===== config.mk =====
export PLATFORM = sky130hd
export DESIGN_NAME = clock_source_config
export DESIGN_NICKNAME = d
export VERILOG_FILES = /design/src/logic/clock_source_pkg.sv /design/src/logic/ratio_checker.sv /design/src/logic/clock_source_config.sv
export SDC_FILE = /design/constraint.sdc
export NUM_CORES = 1
export LEC_CHECK = 0
export ABC_AREA = 1
export BUFFER_PORTS_ARGS = -buffer_cell sky130_fd_sc_hd__buf_2
export CORE_MARGIN = 1.5
export CORE_UTILIZATION = 35
export DETAILED_ROUTE_END_ITERATION = 8
export HOLD_SLACK_MARGIN = 0.03
export PLACE_DENSITY = 0.63
export SLEW_MARGIN = 20
export SYNTH_ARGS = -nofsm -noshare
export SYNTH_HDL_FRONTEND = slang
export SYNTH_SLANG_ARGS = --single-unit

===== constraint.sdc =====
create_clock -name i_clk -period 1.8 [get_ports i_clk]
set_input_delay 0.36 -clock i_clk [delete_from_list [all_inputs] [get_ports i_clk]]
set_output_delay 0.36 -clock i_clk [all_outputs]
set_load 0.005 [all_outputs]

===== src/logic/clock_source_pkg.sv =====
// Purpose: constants for the clock source and ratio configuration block
// Assumes: 8-bit register file reached through a simple byte-wide port
// Notes: offsets and reset values shared by design and bench
package clock_source_pkg;
  // ==========================================================
  // register offsets
  localparam logic [7:0] clock_source_config_addr = 8'h34;
  localparam logic [7:0] ratio_high_addr = 8'h35;
  localparam logic [7:0] ratio_low_addr = 8'h36;
  // ==========================================================
  // reset values
  localparam logic [7:0] clock_source_config_rst = 8'h40;
  localparam logic [7:0] ratio_high_rst = 8'h00;
  localparam logic [7:0] ratio_low_rst = 8'h00;
  // ==========================================================
  // field positions in clock_source_config
  localparam int loop_off_bit = 7;
  localparam int fractional_loop_allow_bit = 6;
  localparam int reserved_hi_bit = 5;
  localparam int reserved_lo_bit = 4;
  localparam int source_lsb = 1;
  localparam int ratio_edge_bit = 0;
  // field position in the rate and ratio high register, ratio width and checker counter width
  localparam int rate_lsb = 6;
  localparam int ratio_width = 14;
  localparam int count_width = 16;
  // ==========================================================
  // input source codes
  typedef enum logic [2:0] {
    src_primary_bit_clock = 3'b000,
    src_ref_primary_frame = 3'b001,
    src_secondary_bit_clock = 3'b010,
    src_ref_secondary_frame = 3'b011,
    src_fixed_ref = 3'b100,
    src_internal_osc = 3'b101,
    src_reserved_6 = 3'b110,
    src_reserved_7 = 3'b111
  } input_source_e;
  // density-modulated clock rate codes
  typedef enum logic [1:0] {
    rate_3m = 2'b00,
    rate_1m5 = 2'b01,
    rate_768k = 2'b10,
    rate_6m = 2'b11
  } density_rate_e;
  // ratio checker states
  typedef enum logic [1:0] {
    chk_idle = 2'b00,
    chk_count = 2'b01
  } checker_state_e;
endpackage


===== src/logic/ratio_checker.sv =====
// Purpose: counts clock-source edges between frame-sync starts
// Assumes: source and frame inputs synchronous to i_clk
// Notes: zero programmed ratio means adopt the measured count
`timescale 1ns/1ps
module ratio_checker #(
  parameter int count_width = 16
) (
  input wire logic i_clk,
  input wire logic i_sys_rst,
  input wire logic i_source_clock,
  input wire logic i_frame_sync,
  input wire logic i_use_falling,
  input wire logic [13:0] i_ratio,
  output logic [13:0] o_ratio_detected,
  output logic o_ratio_locked,
  output logic o_ratio_error
);
  // ==========================================================
  // edge detection
  logic src_d;
  logic frame_d;
  logic edge_hit;
  logic frame_start;
  logic [count_width-1:0] count;
  logic [count_width-1:0] next_count;
  logic [13:0] next_detected;
  logic next_locked;
  logic next_error;
  clock_source_pkg::checker_state_e state;
  clock_source_pkg::checker_state_e next_state;

  // selected edge of the clock source
  assign edge_hit = i_use_falling ? (src_d & ~i_source_clock) : (~src_d & i_source_clock);
  assign frame_start = i_frame_sync & ~frame_d;

  // ==========================================================
  // next-state logic
  always_comb begin
    next_state = state;
    next_count = count;
    next_detected = o_ratio_detected;
    next_locked = o_ratio_locked;
    next_error = o_ratio_error;
    case (state)
      clock_source_pkg::chk_idle: begin
        if (frame_start) begin
          next_state = clock_source_pkg::chk_count;
          next_count = '0;
        end
      end
      clock_source_pkg::chk_count: begin
        if (frame_start) begin
          next_count = '0;
          if (i_ratio == 14'h0000) begin
            next_detected = count[13:0];
            next_locked = 1'b1;
            next_error = 1'b0;
          end else begin
            next_detected = i_ratio;
            next_locked = (count[13:0] == i_ratio);
            next_error = (count[13:0] != i_ratio);
          end
        end else if (edge_hit && count != {count_width{1'b1}}) begin
          next_count = count + 1'b1;
        end
      end
      default: next_state = clock_source_pkg::chk_idle;
    endcase
  end

  // registers
  always_ff @(posedge i_clk) begin
    if (i_sys_rst) begin
      state <= clock_source_pkg::chk_idle;
      count <= '0;
      src_d <= 1'b0;
      frame_d <= 1'b0;
      o_ratio_detected <= 14'h0000;
      o_ratio_locked <= 1'b0;
      o_ratio_error <= 1'b0;
    end else begin
      state <= next_state;
      count <= next_count;
      src_d <= i_source_clock;
      frame_d <= i_frame_sync;
      o_ratio_detected <= next_detected;
      o_ratio_locked <= next_locked;
      o_ratio_error <= next_error;
    end
  end

  // ==========================================================
  // checks
  a_ratio_mismatch: assert property (@(posedge i_clk) disable iff (i_sys_rst)
    (state == clock_source_pkg::chk_count && frame_start && i_ratio != 14'h0000
     && count[13:0] != i_ratio) |=> o_ratio_error && !o_ratio_locked)
    else $error("ratio mismatch not flagged");
  a_auto_adopt: assert property (@(posedge i_clk) disable iff (i_sys_rst)
    (state == clock_source_pkg::chk_count && frame_start && i_ratio == 14'h0000)
    |=> o_ratio_detected == $past(count[13:0]) && o_ratio_locked)
    else $error("auto ratio not adopted");
  c_auto_lock: cover property (@(posedge i_clk) disable iff (i_sys_rst)
    i_ratio == 14'h0000 && o_ratio_locked);
  c_mismatch: cover property (@(posedge i_clk) disable iff (i_sys_rst) o_ratio_error);
endmodule // ratio_checker


===== src/logic/clock_source_config.sv =====
// Purpose: clock source, loop and ratio configuration registers
// Assumes: byte-wide register port synchronous to i_clk
// Notes: reads are combinational from registered state
//
// Overview of operation
// - Loop runs always in custom mode and on demand in auto mode while loop_off is clear; set turns it off.
// - fractional_loop_allow permits fractional loop operation when set and resets set.
// - Source codes 0 to 3 pick primary bit clock, ref locked to primary frame, secondary bit clock, ref locked to secondary frame.
// - Code 4 is fixed ref only in controller mode, code 5 oscillator only in custom mode, 6 and 7 reserved.
// - ratio_edge picks the rising edge when clear and the falling edge when set for ratio checking.
// - The two-bit density_mod_clock_rate selects 3M, 1.5M, 768k or 6M class output clock.
// - The ratio is 14 bits, six high bits and eight low bits, nonzero values set it explicitly.
// - A zero ratio makes the device detect the ratio automatically.
// - Reserved bits 5 and 4 of the source register read zero and take only zero.
// - Source register at 0x34 resets to 0x40, the next two reset to zero.
`timescale 1ns/1ps
module clock_source_config #(
  parameter int count_width = clock_source_pkg::count_width
) (
  input wire logic i_clk,
  input wire logic i_sys_rst,
  input wire logic i_reg_write,
  input wire logic [7:0] i_reg_addr,
  input wire logic [7:0] i_reg_wdata,
  output logic [7:0] o_reg_rdata,
  input wire logic i_custom_mode,
  input wire logic i_controller_mode,
  input wire logic i_dsp_load_high,
  input wire logic i_primary_bit_clock,
  input wire logic i_secondary_bit_clock,
  input wire logic i_controller_ref_clock,
  input wire logic i_internal_osc,
  input wire logic i_primary_frame_sync,
  input wire logic i_secondary_frame_sync,
  output logic o_loop_enable,
  output logic o_fractional_allow,
  output logic o_source_clock,
  output logic o_source_invalid,
  output logic [1:0] o_density_mod_clock_rate,
  output logic o_ratio_auto,
  output logic [13:0] o_ref_frame_ratio,
  output logic o_ratio_locked,
  output logic o_ratio_error
);
  // ==========================================================
  // register state
  logic [7:0] clock_source_config;
  logic [7:0] ctrl_clock_config_rate_ratio_high;
  logic [7:0] ctrl_clock_config_ratio_low;
  logic [7:0] next_clock_source_config;
  logic [7:0] next_rate_ratio_high;
  logic [7:0] next_ratio_low;
  logic [2:0] input_source_select;
  logic [13:0] ratio_prog;
  logic frame_sel;
  logic [13:0] ratio_detected;

  // register writes
  always_comb begin
    next_clock_source_config = clock_source_config;
    next_rate_ratio_high = ctrl_clock_config_rate_ratio_high;
    next_ratio_low = ctrl_clock_config_ratio_low;
    if (i_reg_write) begin
      case (i_reg_addr)
        clock_source_pkg::clock_source_config_addr: begin
          next_clock_source_config = i_reg_wdata;
          next_clock_source_config[clock_source_pkg::reserved_hi_bit] = 1'b0;
          next_clock_source_config[clock_source_pkg::reserved_lo_bit] = 1'b0;
        end
        clock_source_pkg::ratio_high_addr: next_rate_ratio_high = i_reg_wdata;
        clock_source_pkg::ratio_low_addr: next_ratio_low = i_reg_wdata;
        default: ;
      endcase
    end
  end

  // register update with documented reset values
  always_ff @(posedge i_clk) begin
    if (i_sys_rst) begin
      clock_source_config <= clock_source_pkg::clock_source_config_rst;
      ctrl_clock_config_rate_ratio_high <= clock_source_pkg::ratio_high_rst;
      ctrl_clock_config_ratio_low <= clock_source_pkg::ratio_low_rst;
    end else begin
      clock_source_config <= next_clock_source_config;
      ctrl_clock_config_rate_ratio_high <= next_rate_ratio_high;
      ctrl_clock_config_ratio_low <= next_ratio_low;
    end
  end

  // ==========================================================
  // readback, unmapped reads as zero
  always_comb begin
    case (i_reg_addr)
      clock_source_pkg::clock_source_config_addr: o_reg_rdata = clock_source_config;
      clock_source_pkg::ratio_high_addr: o_reg_rdata = ctrl_clock_config_rate_ratio_high;
      clock_source_pkg::ratio_low_addr: o_reg_rdata = ctrl_clock_config_ratio_low;
      default: o_reg_rdata = 8'h00;
    endcase
  end

  // ==========================================================
  // loop control
  assign o_loop_enable = !clock_source_config[clock_source_pkg::loop_off_bit]
                         && (i_custom_mode || i_dsp_load_high);
  assign o_fractional_allow = clock_source_config[clock_source_pkg::fractional_loop_allow_bit];
  assign o_density_mod_clock_rate = ctrl_clock_config_rate_ratio_high[clock_source_pkg::rate_lsb +: 2];

  // ==========================================================
  // source selection
  assign input_source_select = clock_source_config[clock_source_pkg::source_lsb +: 3];
  always_comb begin
    o_source_clock = 1'b0;
    o_source_invalid = 1'b0;
    frame_sel = 1'b0;
    case (clock_source_pkg::input_source_e'(input_source_select))
      clock_source_pkg::src_primary_bit_clock: o_source_clock = i_primary_bit_clock;
      clock_source_pkg::src_ref_primary_frame: o_source_clock = i_controller_ref_clock;
      clock_source_pkg::src_secondary_bit_clock: begin
        o_source_clock = i_secondary_bit_clock;
        frame_sel = 1'b1;
      end
      clock_source_pkg::src_ref_secondary_frame: begin
        o_source_clock = i_controller_ref_clock;
        frame_sel = 1'b1;
      end
      clock_source_pkg::src_fixed_ref: begin
        o_source_clock = i_controller_mode ? i_controller_ref_clock : 1'b0;
        o_source_invalid = !i_controller_mode;
      end
      clock_source_pkg::src_internal_osc: begin
        o_source_clock = i_custom_mode ? i_internal_osc : 1'b0;
        o_source_invalid = !i_custom_mode;
      end
      default: o_source_invalid = 1'b1;
    endcase
  end

  // ==========================================================
  // ratio assembly and detection
  assign ratio_prog = {ctrl_clock_config_rate_ratio_high[5:0], ctrl_clock_config_ratio_low};
  assign o_ratio_auto = (ratio_prog == 14'h0000);
  assign o_ref_frame_ratio = ratio_detected;

  // edge counter between frame starts
  ratio_checker #(
    .count_width(count_width)
  ) i_ratio_checker (
    .i_clk(i_clk),
    .i_sys_rst(i_sys_rst),
    .i_source_clock(o_source_clock),
    .i_frame_sync(frame_sel ? i_secondary_frame_sync : i_primary_frame_sync),
    .i_use_falling(clock_source_config[clock_source_pkg::ratio_edge_bit]),
    .i_ratio(ratio_prog),
    .o_ratio_detected(ratio_detected),
    .o_ratio_locked(o_ratio_locked),
    .o_ratio_error(o_ratio_error)
  );

  // ==========================================================
  // checks
  a_loop_off_wins: assert property (@(posedge i_clk) disable iff (i_sys_rst)
    clock_source_config[7] |-> !o_loop_enable)
    else $error("loop enabled while off");
  a_custom_loop_on: assert property (@(posedge i_clk) disable iff (i_sys_rst)
    (!clock_source_config[7] && i_custom_mode) |-> o_loop_enable)
    else $error("loop off in custom mode");
  a_reserved_zero: assert property (@(posedge i_clk) disable iff (i_sys_rst)
    (i_reg_write && i_reg_addr == 8'h34) |=> clock_source_config[5:4] == 2'b00)
    else $error("reserved bits nonzero");
  a_reset_values: assert property (@(posedge i_clk)
    i_sys_rst |=> clock_source_config == 8'h40 && ctrl_clock_config_ratio_low == 8'h00)
    else $error("wrong reset value");
  a_write_fraction: assert property (@(posedge i_clk) disable iff (i_sys_rst)
    (i_reg_write && i_reg_addr == 8'h34) |=> o_fractional_allow == $past(i_reg_wdata[6]))
    else $error("fraction bit not stored");
  a_rate_field: assert property (@(posedge i_clk) disable iff (i_sys_rst)
    (i_reg_write && i_reg_addr == 8'h35) |=> o_density_mod_clock_rate == $past(i_reg_wdata[7:6]))
    else $error("rate field not stored");
  a_ratio_auto: assert property (@(posedge i_clk) disable iff (i_sys_rst)
    o_ratio_auto == (ctrl_clock_config_rate_ratio_high[5:0] == 6'h00 && ctrl_clock_config_ratio_low == 8'h00))
    else $error("auto flag wrong");
  a_source_map: assert property (@(posedge i_clk) disable iff (i_sys_rst)
    (input_source_select == 3'h2) |-> o_source_clock == i_secondary_bit_clock)
    else $error("source select wrong");
  a_reserved_code: assert property (@(posedge i_clk) disable iff (i_sys_rst)
    (input_source_select[2:1] == 2'b11) |-> o_source_invalid)
    else $error("reserved code not flagged");
  // decode of legal source codes 0, 1, 3, 4 and 5 (code 2 checked above), loop demand, stored fields
  a_source_primary: assert property (@(posedge i_clk) disable iff (i_sys_rst)
    (input_source_select == 3'h0) |-> o_source_clock == i_primary_bit_clock && !o_source_invalid)
    else $error("primary bit clock not selected");
  a_source_ref_pri: assert property (@(posedge i_clk) disable iff (i_sys_rst)
    (input_source_select == 3'h1) |-> o_source_clock == i_controller_ref_clock && !o_source_invalid)
    else $error("primary locked reference not selected");
  a_source_ref_sec: assert property (@(posedge i_clk) disable iff (i_sys_rst)
    (input_source_select == 3'h3) |-> o_source_clock == i_controller_ref_clock && !o_source_invalid)
    else $error("secondary locked reference not selected");
  a_fixed_ref_ok: assert property (@(posedge i_clk) disable iff (i_sys_rst)
    (input_source_select == 3'h4 && i_controller_mode) |-> o_source_clock == i_controller_ref_clock && !o_source_invalid)
    else $error("fixed reference not selected");
  a_osc_custom_ok: assert property (@(posedge i_clk) disable iff (i_sys_rst)
    (input_source_select == 3'h5 && i_custom_mode) |-> o_source_clock == i_internal_osc && !o_source_invalid)
    else $error("oscillator not selected");
  a_mode_mismatch: assert property (@(posedge i_clk) disable iff (i_sys_rst)
    ((input_source_select == 3'h4 && !i_controller_mode) || (input_source_select == 3'h5 && !i_custom_mode))
    |-> o_source_invalid && !o_source_clock)
    else $error("source outside its mode not flagged");
  a_auto_loop: assert property (@(posedge i_clk) disable iff (i_sys_rst)
    (!clock_source_config[7] && !i_custom_mode) |-> o_loop_enable == i_dsp_load_high)
    else $error("auto mode loop demand wrong");
  a_reset_high: assert property (@(posedge i_clk)
    i_sys_rst |=> ctrl_clock_config_rate_ratio_high == 8'h00)
    else $error("wrong rate register reset value");
  a_edge_stored: assert property (@(posedge i_clk) disable iff (i_sys_rst)
    (i_reg_write && i_reg_addr == 8'h34) |=> clock_source_config[0] == $past(i_reg_wdata[0]))
    else $error("edge select not stored");
  a_ratio_bytes: assert property (@(posedge i_clk) disable iff (i_sys_rst)
    (i_reg_write && i_reg_addr == 8'h36) |=> ratio_prog[7:0] == $past(i_reg_wdata))
    else $error("low ratio byte not stored");
  c_secondary_src: cover property (@(posedge i_clk) disable iff (i_sys_rst) input_source_select == 3'h3);
  c_loop_off: cover property (@(posedge i_clk) disable iff (i_sys_rst) clock_source_config[7]);
  c_osc_src: cover property (@(posedge i_clk) disable iff (i_sys_rst) input_source_select == 3'h5 && i_custom_mode);
endmodule // clock_source_config


==> results of run 1 <==
-- how the worst max path moves through the flow --
stage / from / endpoint / slack (ps)
final: ctrl_clock_config_ratio_low[0]$_SDFFE_PP0P_ / o_ratio_auto / 40
after global routing: ctrl_clock_config_rate_ratio_high[5]$_SDFFE_PP0P_ / o_ratio_auto / -40
after CTS: ctrl_clock_config_rate_ratio_high[2]$_SDFFE_PP0P_ / o_ratio_auto / 1
after detailed placement: i_reg_addr[7] / ctrl_clock_config_rate_ratio_high[6]$_SDFFE_PP0P_ / 30
after global placement: i_ratio_checker.count[0]$_SDFFE_PP0P_ / i_ratio_checker.count[11]$_SDFFE_PP0P_ / 100
after floorplan: i_ratio_checker.count[1]$_SDFFE_PP0P_ / i_ratio_checker.count[13]$_SDFFE_PP0P_ / 160
-- cells by family (layout without fill, tap and decap cells) --
group	count (synthesis)	in the layout	synth area share (%)
buffers and inverters	83	157	11.3
AND/OR/NAND/NOR	233	233	32.9
flip-flops	57	57	34.9
AO/OA/AOI/OAI	105	105	18.2
XOR/XNOR	9	9	2.41
adder cells (fa/ha/maj)	1	1	0.382
-- state kept, by name (all words and copies together), names as in the netlist --
name	cells
i_ratio_checker.o_ratio_error	1
i_ratio_checker.state	1
i_ratio_checker.frame_d	1
i_ratio_checker.o_ratio_detected	14
ctrl_clock_config_ratio_low	8
i_ratio_checker.src_d	1
i_ratio_checker.o_ratio_locked	1
i_ratio_checker.count	16
clock_source_config	6
ctrl_clock_config_rate_ratio_high	8
-- repair_timing --
item,CTS,global route
setup buffers,4,6
resized for setup,10,17
cloned,0,0
setup endpoints to repair,1,22
hold buffers,0,0
pin swaps,4,6
-- metal layers --
metal / GRT usage (%) / part of all wire (%)
met2: 32.0 / 45
met1: 25.4 / 46
met3: 3.30 / 6.6
met4: 8.99 / 2.3
met5: 0 / 0
-- worst min-delay path, cell delays in order --
cell and delay [ps]:
buf_2 130, nand2_1 70, a21oi_1 60
-- Yosys cell counts, drive strengths merged, types with 2 or more instances --
cell type  instances
o22ai              2
xor2               8
nand4             12
nand3             31
a21oi             54
nor2              61
clkbuf             8
buf               17
inv               57
nor3              10
o21ai             39
o221ai             6
dfxtp             57
nand2            117
-- layout make-up --
cell class	instances	area share, %
Multi-Input combinational cell	348	44.9
Sequential cell	57	28.5
Timing Repair Buffer	84	12.5
Inverter	58	5.41
Clock buffer	13	4.42
Tap cell	111	3.43
Clock inverter	2	0.865
-- power groups by stage --
stage	Clock (mW)	Sequential (mW)	Combinational, mW
detailed placement	0	1.35	0.297
global placement	0	1.35	0.294
CTS	1.30	1.32	0.300
floorplan	0	1.34	0.200
finish	1.29	1.32	0.309
global route	1.36	1.32	0.348
-- through the flow --
step                      std cells  utilization, %
after floorplan                 488               -
after global placement          648            40.1
after detailed placement        648            40.1
after CTS                       667            43.0
after global routing            673            44.2
final                           673            44.2
==> summary.txt, run 1 <==
Synth
  • Post-synth cell types: 37
  • Asr flop ratio synth: 0%
  • Syn avg cell area: ~6.7 um2
  • Post-synth top flop: dfxtp_1
  • #FFs+latches synth: 57
  • Syn nets: 517
  • Cells after Synth: 488
  • Biggest area consumer among synthesized cells: dfxtp_1
  • EDFF count, synth: 0
  • Sequential fraction of the synthesis area: 34.9%
  • Post-synth top area share: approximately a third
  • Synth warn: 0
  • Top cells by area, synth: dfxtp_1 (35%), nand2_1 (13%), a21oi_1 (7.3%), nor2_1 (6.2%), inv_1 (5.6%)
  • Mapped Area: between 3000 and 4000 um2

STA
  • Crit share post-route: 97.6%
  • Final setup margin: around 44 ps
  • Clock Skew: ~9.3 ps
  • Setup TNS: 0 ps
  • Endpoints failing hold: 0
  • Setup violators final: 0
  • Slew Viols, Final: 0
  • Hold_ws: 325 ps
  • Max Clk Rate: roughly 570 MHz
  • Rel. slew slack: 74.0%
  • Slew @ Worst Pin: 389 ps
  • Min Tclk post-route: ~1800 ps
  • RSZ-0062 raised after global routing: true

Layout
  • Register area: between 1000 and 1500 um2
  • Layout cells sized above 1: between 20 and 30%
  • Most common cell after layout, fill and taps aside: nand2_1
  • Commonest non-fill, non-tap cells in the layout: nand2_1 (109), buf_2 (57), nor2_1 (53)
  • Antenna cells: 0
  • Area of the multi-input gates: around 1800 um2
  • Area delta synth->final: 23.7%
  • Fill cell count: approximately 950
  • Finished Cell Area: 4050 um2
  • Final nets: ~590

Flow run
  • MaxCap Viol Count: 0

Setup path
  • WP buf/inv: 2
  • Crit-path max FO: 4
  • R2R Path Start: i_ratio_checker.count[6]$_SDFFE_PP0P_
  • CP max stage delay: ~360 ps
  • WP data required: 1440 ps
  • Worst Setup End Kind: output pin
  • CP arrival: 1400 ps
  • Worst r2r dst: i_ratio_checker.count[9]$_SDFFE_PP0P_
  • Crit Path Category: reg -> out
  • Slowest library cell on the worst path: dfxtp_1
  • Critical Path Stages: 4
  • Flop2flop setup slack: 110 ps
  • Critical-path cell list: nor4_4 > nand4_1 > inv_2 > buf_6
  • R2R cell count: 9
  • Crit start category: flip-flop
  • Top delay family on crit path: simple AND/OR/NAND/NOR gates

Floorplan
  • Starting Density: between 30% and 40%
  • I/O pin count: 59
  • Die Span Y: about 100 um
  • Die ar.: between 9000 and 10000 um2
  • Die W: between 90 and 100 um
  • Core Area: just over 9000 um2
  • Row cnt: 35

GRT
  • GRT Total Usage: slightly below 20%
  • Largest net degree at the start of global routing: slightly above 40
  • GR Overflow Total: 0
  • Antenna violations before repair: 0
  • Vias in the first global route: between 3000 and 4000
  • First-pass GRT wire length: 15400 um

Place
  • Global placement routability congestion: roughly 0.89
  • Input/output buffers: 58
  • Setup WS pre-CTS: ~29 ps
  • Post-DP HPWL: 6880 um
  • Cell Area, Placed: between 3000 and 4000 um2

Route
  • Initial DRC count: between 200 and 250
  • First drt pass iteration count: 5
  • Mean routed wirelength per cell: 13.8 um
  • Routed via count: 3391
  • Routed Antenna Nets: 0
  • WL final: between 9000 and 10000 um
  • DRC Markers: 0
  • Vias per cell: 5.04

Power and ir drop
  • Total power: approximately 3 mW
  • Power Dens Cells: between 700 and 800 nW/um2
  • P_sw: ~0.72 mW
  • Switching Fraction: around a quarter
  • Maximum vdd drop: approximately 0.00033 V
  • Comb power frac: roughly a tenth
  • Clock share of power: about 44%
  • P_leak: between 1.5 and 2 nW
  • Seq pwr share: a little under half
  • P_int: 2.19 mW

Hold path
  • Hold Crit Class: in -> reg
  • Min-Delay Endpoint: clock_source_config[0]$_SDFFE_PP0P_
  • Hold Path Depth: 3
  • Beginning of the worst hold path: i_reg_wdata[0]

CTS
  • CTS Buf Count: 9
  • Clock-pin slew on the worst setup and hold paths: about 60 ps
  • CTS Buffer Depth: 2
  • TritonCTS clock tree: built
  • Deepest level of the CTS H-tree: 3
  • Worst-Skew Late Latency: around 340 ps
  • Root Buffer: clkbuf_8
  • Clk sinks: 57

Status
  • Status: finished clean
Note: power is estimated with default switching activity, not from simulation.
==> inputs of run 2 (changes only) <==
- BUFFER_PORTS_ARGS: -buffer_cell sky130_fd_sc_hd__buf_2 -> -buffer_cell sky130_fd_sc_hd__clkbuf_2
==> run 2 against run 1 <==
Clock power down 6%. Utilization up 1.3 points. Non-clock buffer count up 7. First-iteration DRC count up 27%. Critical path type unchanged.
==> summary.txt, run 2 (same netlist as run 1, synthesis figures left out) <==
Status
  • Status: finished clean

Route
  • Mean routed wirelength per cell: 14.5 um (+4.7%)
  • WL final: 9920 um (+6.4%)
  • Vias per cell: 5.10 (+1.2%)
  • Routed Antenna Nets: 0 (unchanged)
  • Initial DRC count: 283 (+27%)
  • DRC Markers: 0 (unchanged)
  • First drt pass iteration count: 5 (unchanged)
  • Routed via count: 3488 (+2.9%)

Setup path
  • WP buf/inv: 2 (unchanged)
  • Crit Path Category: reg -> out
  • Crit start category: flip-flop
  • CP arrival: 1420 ps (+20 ps)
  • Top delay family on crit path: simple AND/OR/NAND/NOR gates
  • Critical Path Stages: 4 (unchanged)
  • Crit-path max FO: 4 (unchanged)
  • Critical-path cell list: nor4_4 > nand4_1 > inv_2 > clkbuf_2
  • WP data required: 1440 ps (about the same)
  • R2R cell count: 10 (+1)
  • Worst Setup End Kind: output pin
  • CP max stage delay: 350 ps (about the same)
  • Slowest library cell on the worst path: dfxtp_2

CTS
  • Clock-pin slew on the worst setup and hold paths: 70 ps (about the same)
  • Root Buffer: clkbuf_8
  • Worst-Skew Late Latency: 350 ps (about the same)
  • Deepest level of the CTS H-tree: 3 (unchanged)
  • TritonCTS clock tree: built
  • CTS Buf Count: 9 (unchanged)
  • # hold bufs at CTS: 0 (unchanged)
  • Clk sinks: 57 (unchanged)
  • CTS Buffer Depth: 2 (unchanged)

Layout
  • Largest register FFs: 16 (unchanged)
  • Final nets: 597 (+1.7%)
  • Commonest non-fill, non-tap cells in the layout: nand2_1 (110), clkbuf_2 (58), nor2_1 (54)
  • Finished Cell Area: 4170 um2 (+2.9%)
  • Area delta synth->final: 27.3%
  • Largest regs: i_ratio_checker.count (16), i_ratio_checker.o_ratio_detected (14)
  • Register with the most flip-flops: i_ratio_checker.count
  • Layout cells sized above 1: 29.7% (+2.1 points)
  • Antenna cells: 0 (unchanged)
  • Most common cell after layout, fill and taps aside: nand2_1

Power and ir drop
  • Switching Fraction: 27.1% (+2.3 points)
  • P_int: 2.10 mW (-4.4%)
  • P_leak: 1.78 nW (+1.4%)
  • Clock share of power: 42.2% (-1.9 points)
  • P_sw: 0.778 mW (+7.7%)
  • Seq pwr share: 45.9% (+0.6 points)
  • Maximum vdd drop: 0.000281 V (-15%)
  • Power Dens Cells: 690 nW/um2 (-4.3%)
  • Total power: 2.88 mW (-1.4%)
  • Comb power frac: 11.9% (+1.3 points)

STA
  • Setup violators final: 0 (unchanged)
  • Slew @ Worst Pin: 367 ps (-21.5 ps)
  • Clock Skew: 8.55 ps (-0.784 ps)
  • Rel. slew slack: 75.3% (+1.3 points)
  • Crit share post-route: 99.1% (+1.5 points)
  • Slew Viols, Final: 0 (unchanged)
  • Max Clk Rate: 561 MHz (-1.5%)
  • Min Tclk post-route: 1780 ps (+27.1 ps)
  • Endpoints failing hold: 0 (unchanged)
  • RSZ-0062 raised after global routing: true

GRT
  • Vias in the first global route: 3350 (+6.0%)
  • GR Overflow Total: 0 (unchanged)
  • Largest net degree at the start of global routing: 41 (unchanged)
  • GRT Total Usage: 20.3% (+0.70 points)
  • First-pass GRT wire length: 16100 um (+4.4%)
  • Antenna violations before repair: 0 (unchanged)

Floorplan
  • Starting Density: 35.8% (unchanged)
  • Die W: 99.7 um (unchanged)
  • Row cnt: 35 (unchanged)
  • Die ar.: 9940 um2 (unchanged)
  • Die Span Y: 99.7 um (unchanged)
  • I/O pin count: 59 (unchanged)
  • Core Area: 9150 um2 (unchanged)

Place
  • Input/output buffers: 58 (unchanged)
  • Global placement routability congestion: 0.851 (-4.0%)
  • Cell Area, Placed: 3680 um2 (+0.20%)
  • Post-DP HPWL: 6920 um (+0.46%)

Flow run
  • MaxCap Viol Count: 0 (unchanged)

Hold path
  • Hold Path Depth: 3 (unchanged)
  • Hold Crit Class: in -> reg
==> run 2: cell types whose count changed in the layout (fill, tap and decap cells not counted), moves of 2 or more <==
cell        change
clkinvlp_4      +2
nor2_4          +2
nor2_2          -3
dfxtp_1         -5
clkbuf_2       +58
clkbuf_8        -3
nand2_8         +2
dfxtp_2         +5
buf_2          -57
buf_4           +5
==> run 2: worst paths after layout <==
| check | endpoint | slack (ps) | startpoint |
|---|---|---|---|
| setup reg to reg | i_ratio_checker.count[14]$_SDFFE_PP0P_ | 80 | i_ratio_checker.count[1]$_SDFFE_PP0P_ |
| setup / recovery | o_ratio_auto | 20 | ctrl_clock_config_ratio_low[0]$_SDFFE_PP0P_ |
| hold / removal | ctrl_clock_config_ratio_low[6]$_SDFFE_PP0P_ | 290 | i_reg_wdata[6] |
| hold reg to reg | i_ratio_checker.o_ratio_locked$_SDFFE_PP0P_ | 470 | i_ratio_checker.o_ratio_locked$_SDFFE_PP0P_ |
==> run 2: power groups by stage <==
stage | Combinational [mW] | Clock [mW] | Sequential (mW)
4_1_cts | 0.307 | 1.23 | 1.32
3_5_place_dp | 0.303 | 0 | 1.35
5_1_grt | 0.380 | 1.28 | 1.32
3_3_place_gp | 0.301 | 0 | 1.35
6_report | 0.342 | 1.21 | 1.32
2_1_floorplan | 0.200 | 0 | 1.34
==> run 2: repair_timing <==
item / 4_1_cts / 5_1_grt
setup buffers: 9 / 7
pin swaps: 4 / 15
gates resized for setup: 11 / 28
gates cloned: 0 / 3
setup endpoints to repair: 1 / 22
==> run 2: routing by layer <==
layer	track usage, %	routed length [um]	vias to the layer above
met5	0	0	-
met4	6.50	186	0
met3	4.29	568	17
met2	33.8	4580	119
met1	26.4	4590	1594
li1	-	-	1758
==> run 2: through the flow <==
stage	std cells	setup TNS, ps	utilization (%)	hold WS (ps)	setup WS [ps]
final	684	0	45.5	289	16.4
after CTS	674	0	43.3	285	0.0208
after floorplan	488	0	-	444	159
after detailed placement	649	0	40.2	465	24.3
after global placement	649	0	40.2	456	40.2
after global routing	684	-57.3	45.5	304	-57.3
==> run 2: worst register-to-register path, delay by kind of cell, from the launching register on <==
| family | cells | cell delay, ps |
|---|---|---|
| and+or+nand+nor | 7 | 870 |
| DFF | 1 | 360 |
| adders and majority gates | 1 | 160 |
| AOI/OAI and AO/OA | 1 | 140 |
| buffers and inverters | 1 | 130 |
==> run 2: layout make-up <==
class / instances / area (um2)
clock buffer: 11 / 141
clock inverter: 5 / 55.1
fill: 932 / 4980
inverter: 58 / 219
multi-input combinational: 351 / 1890
sequential: 57 / 1160
tap: 111 / 139
timing repair buffer: 91 / 567
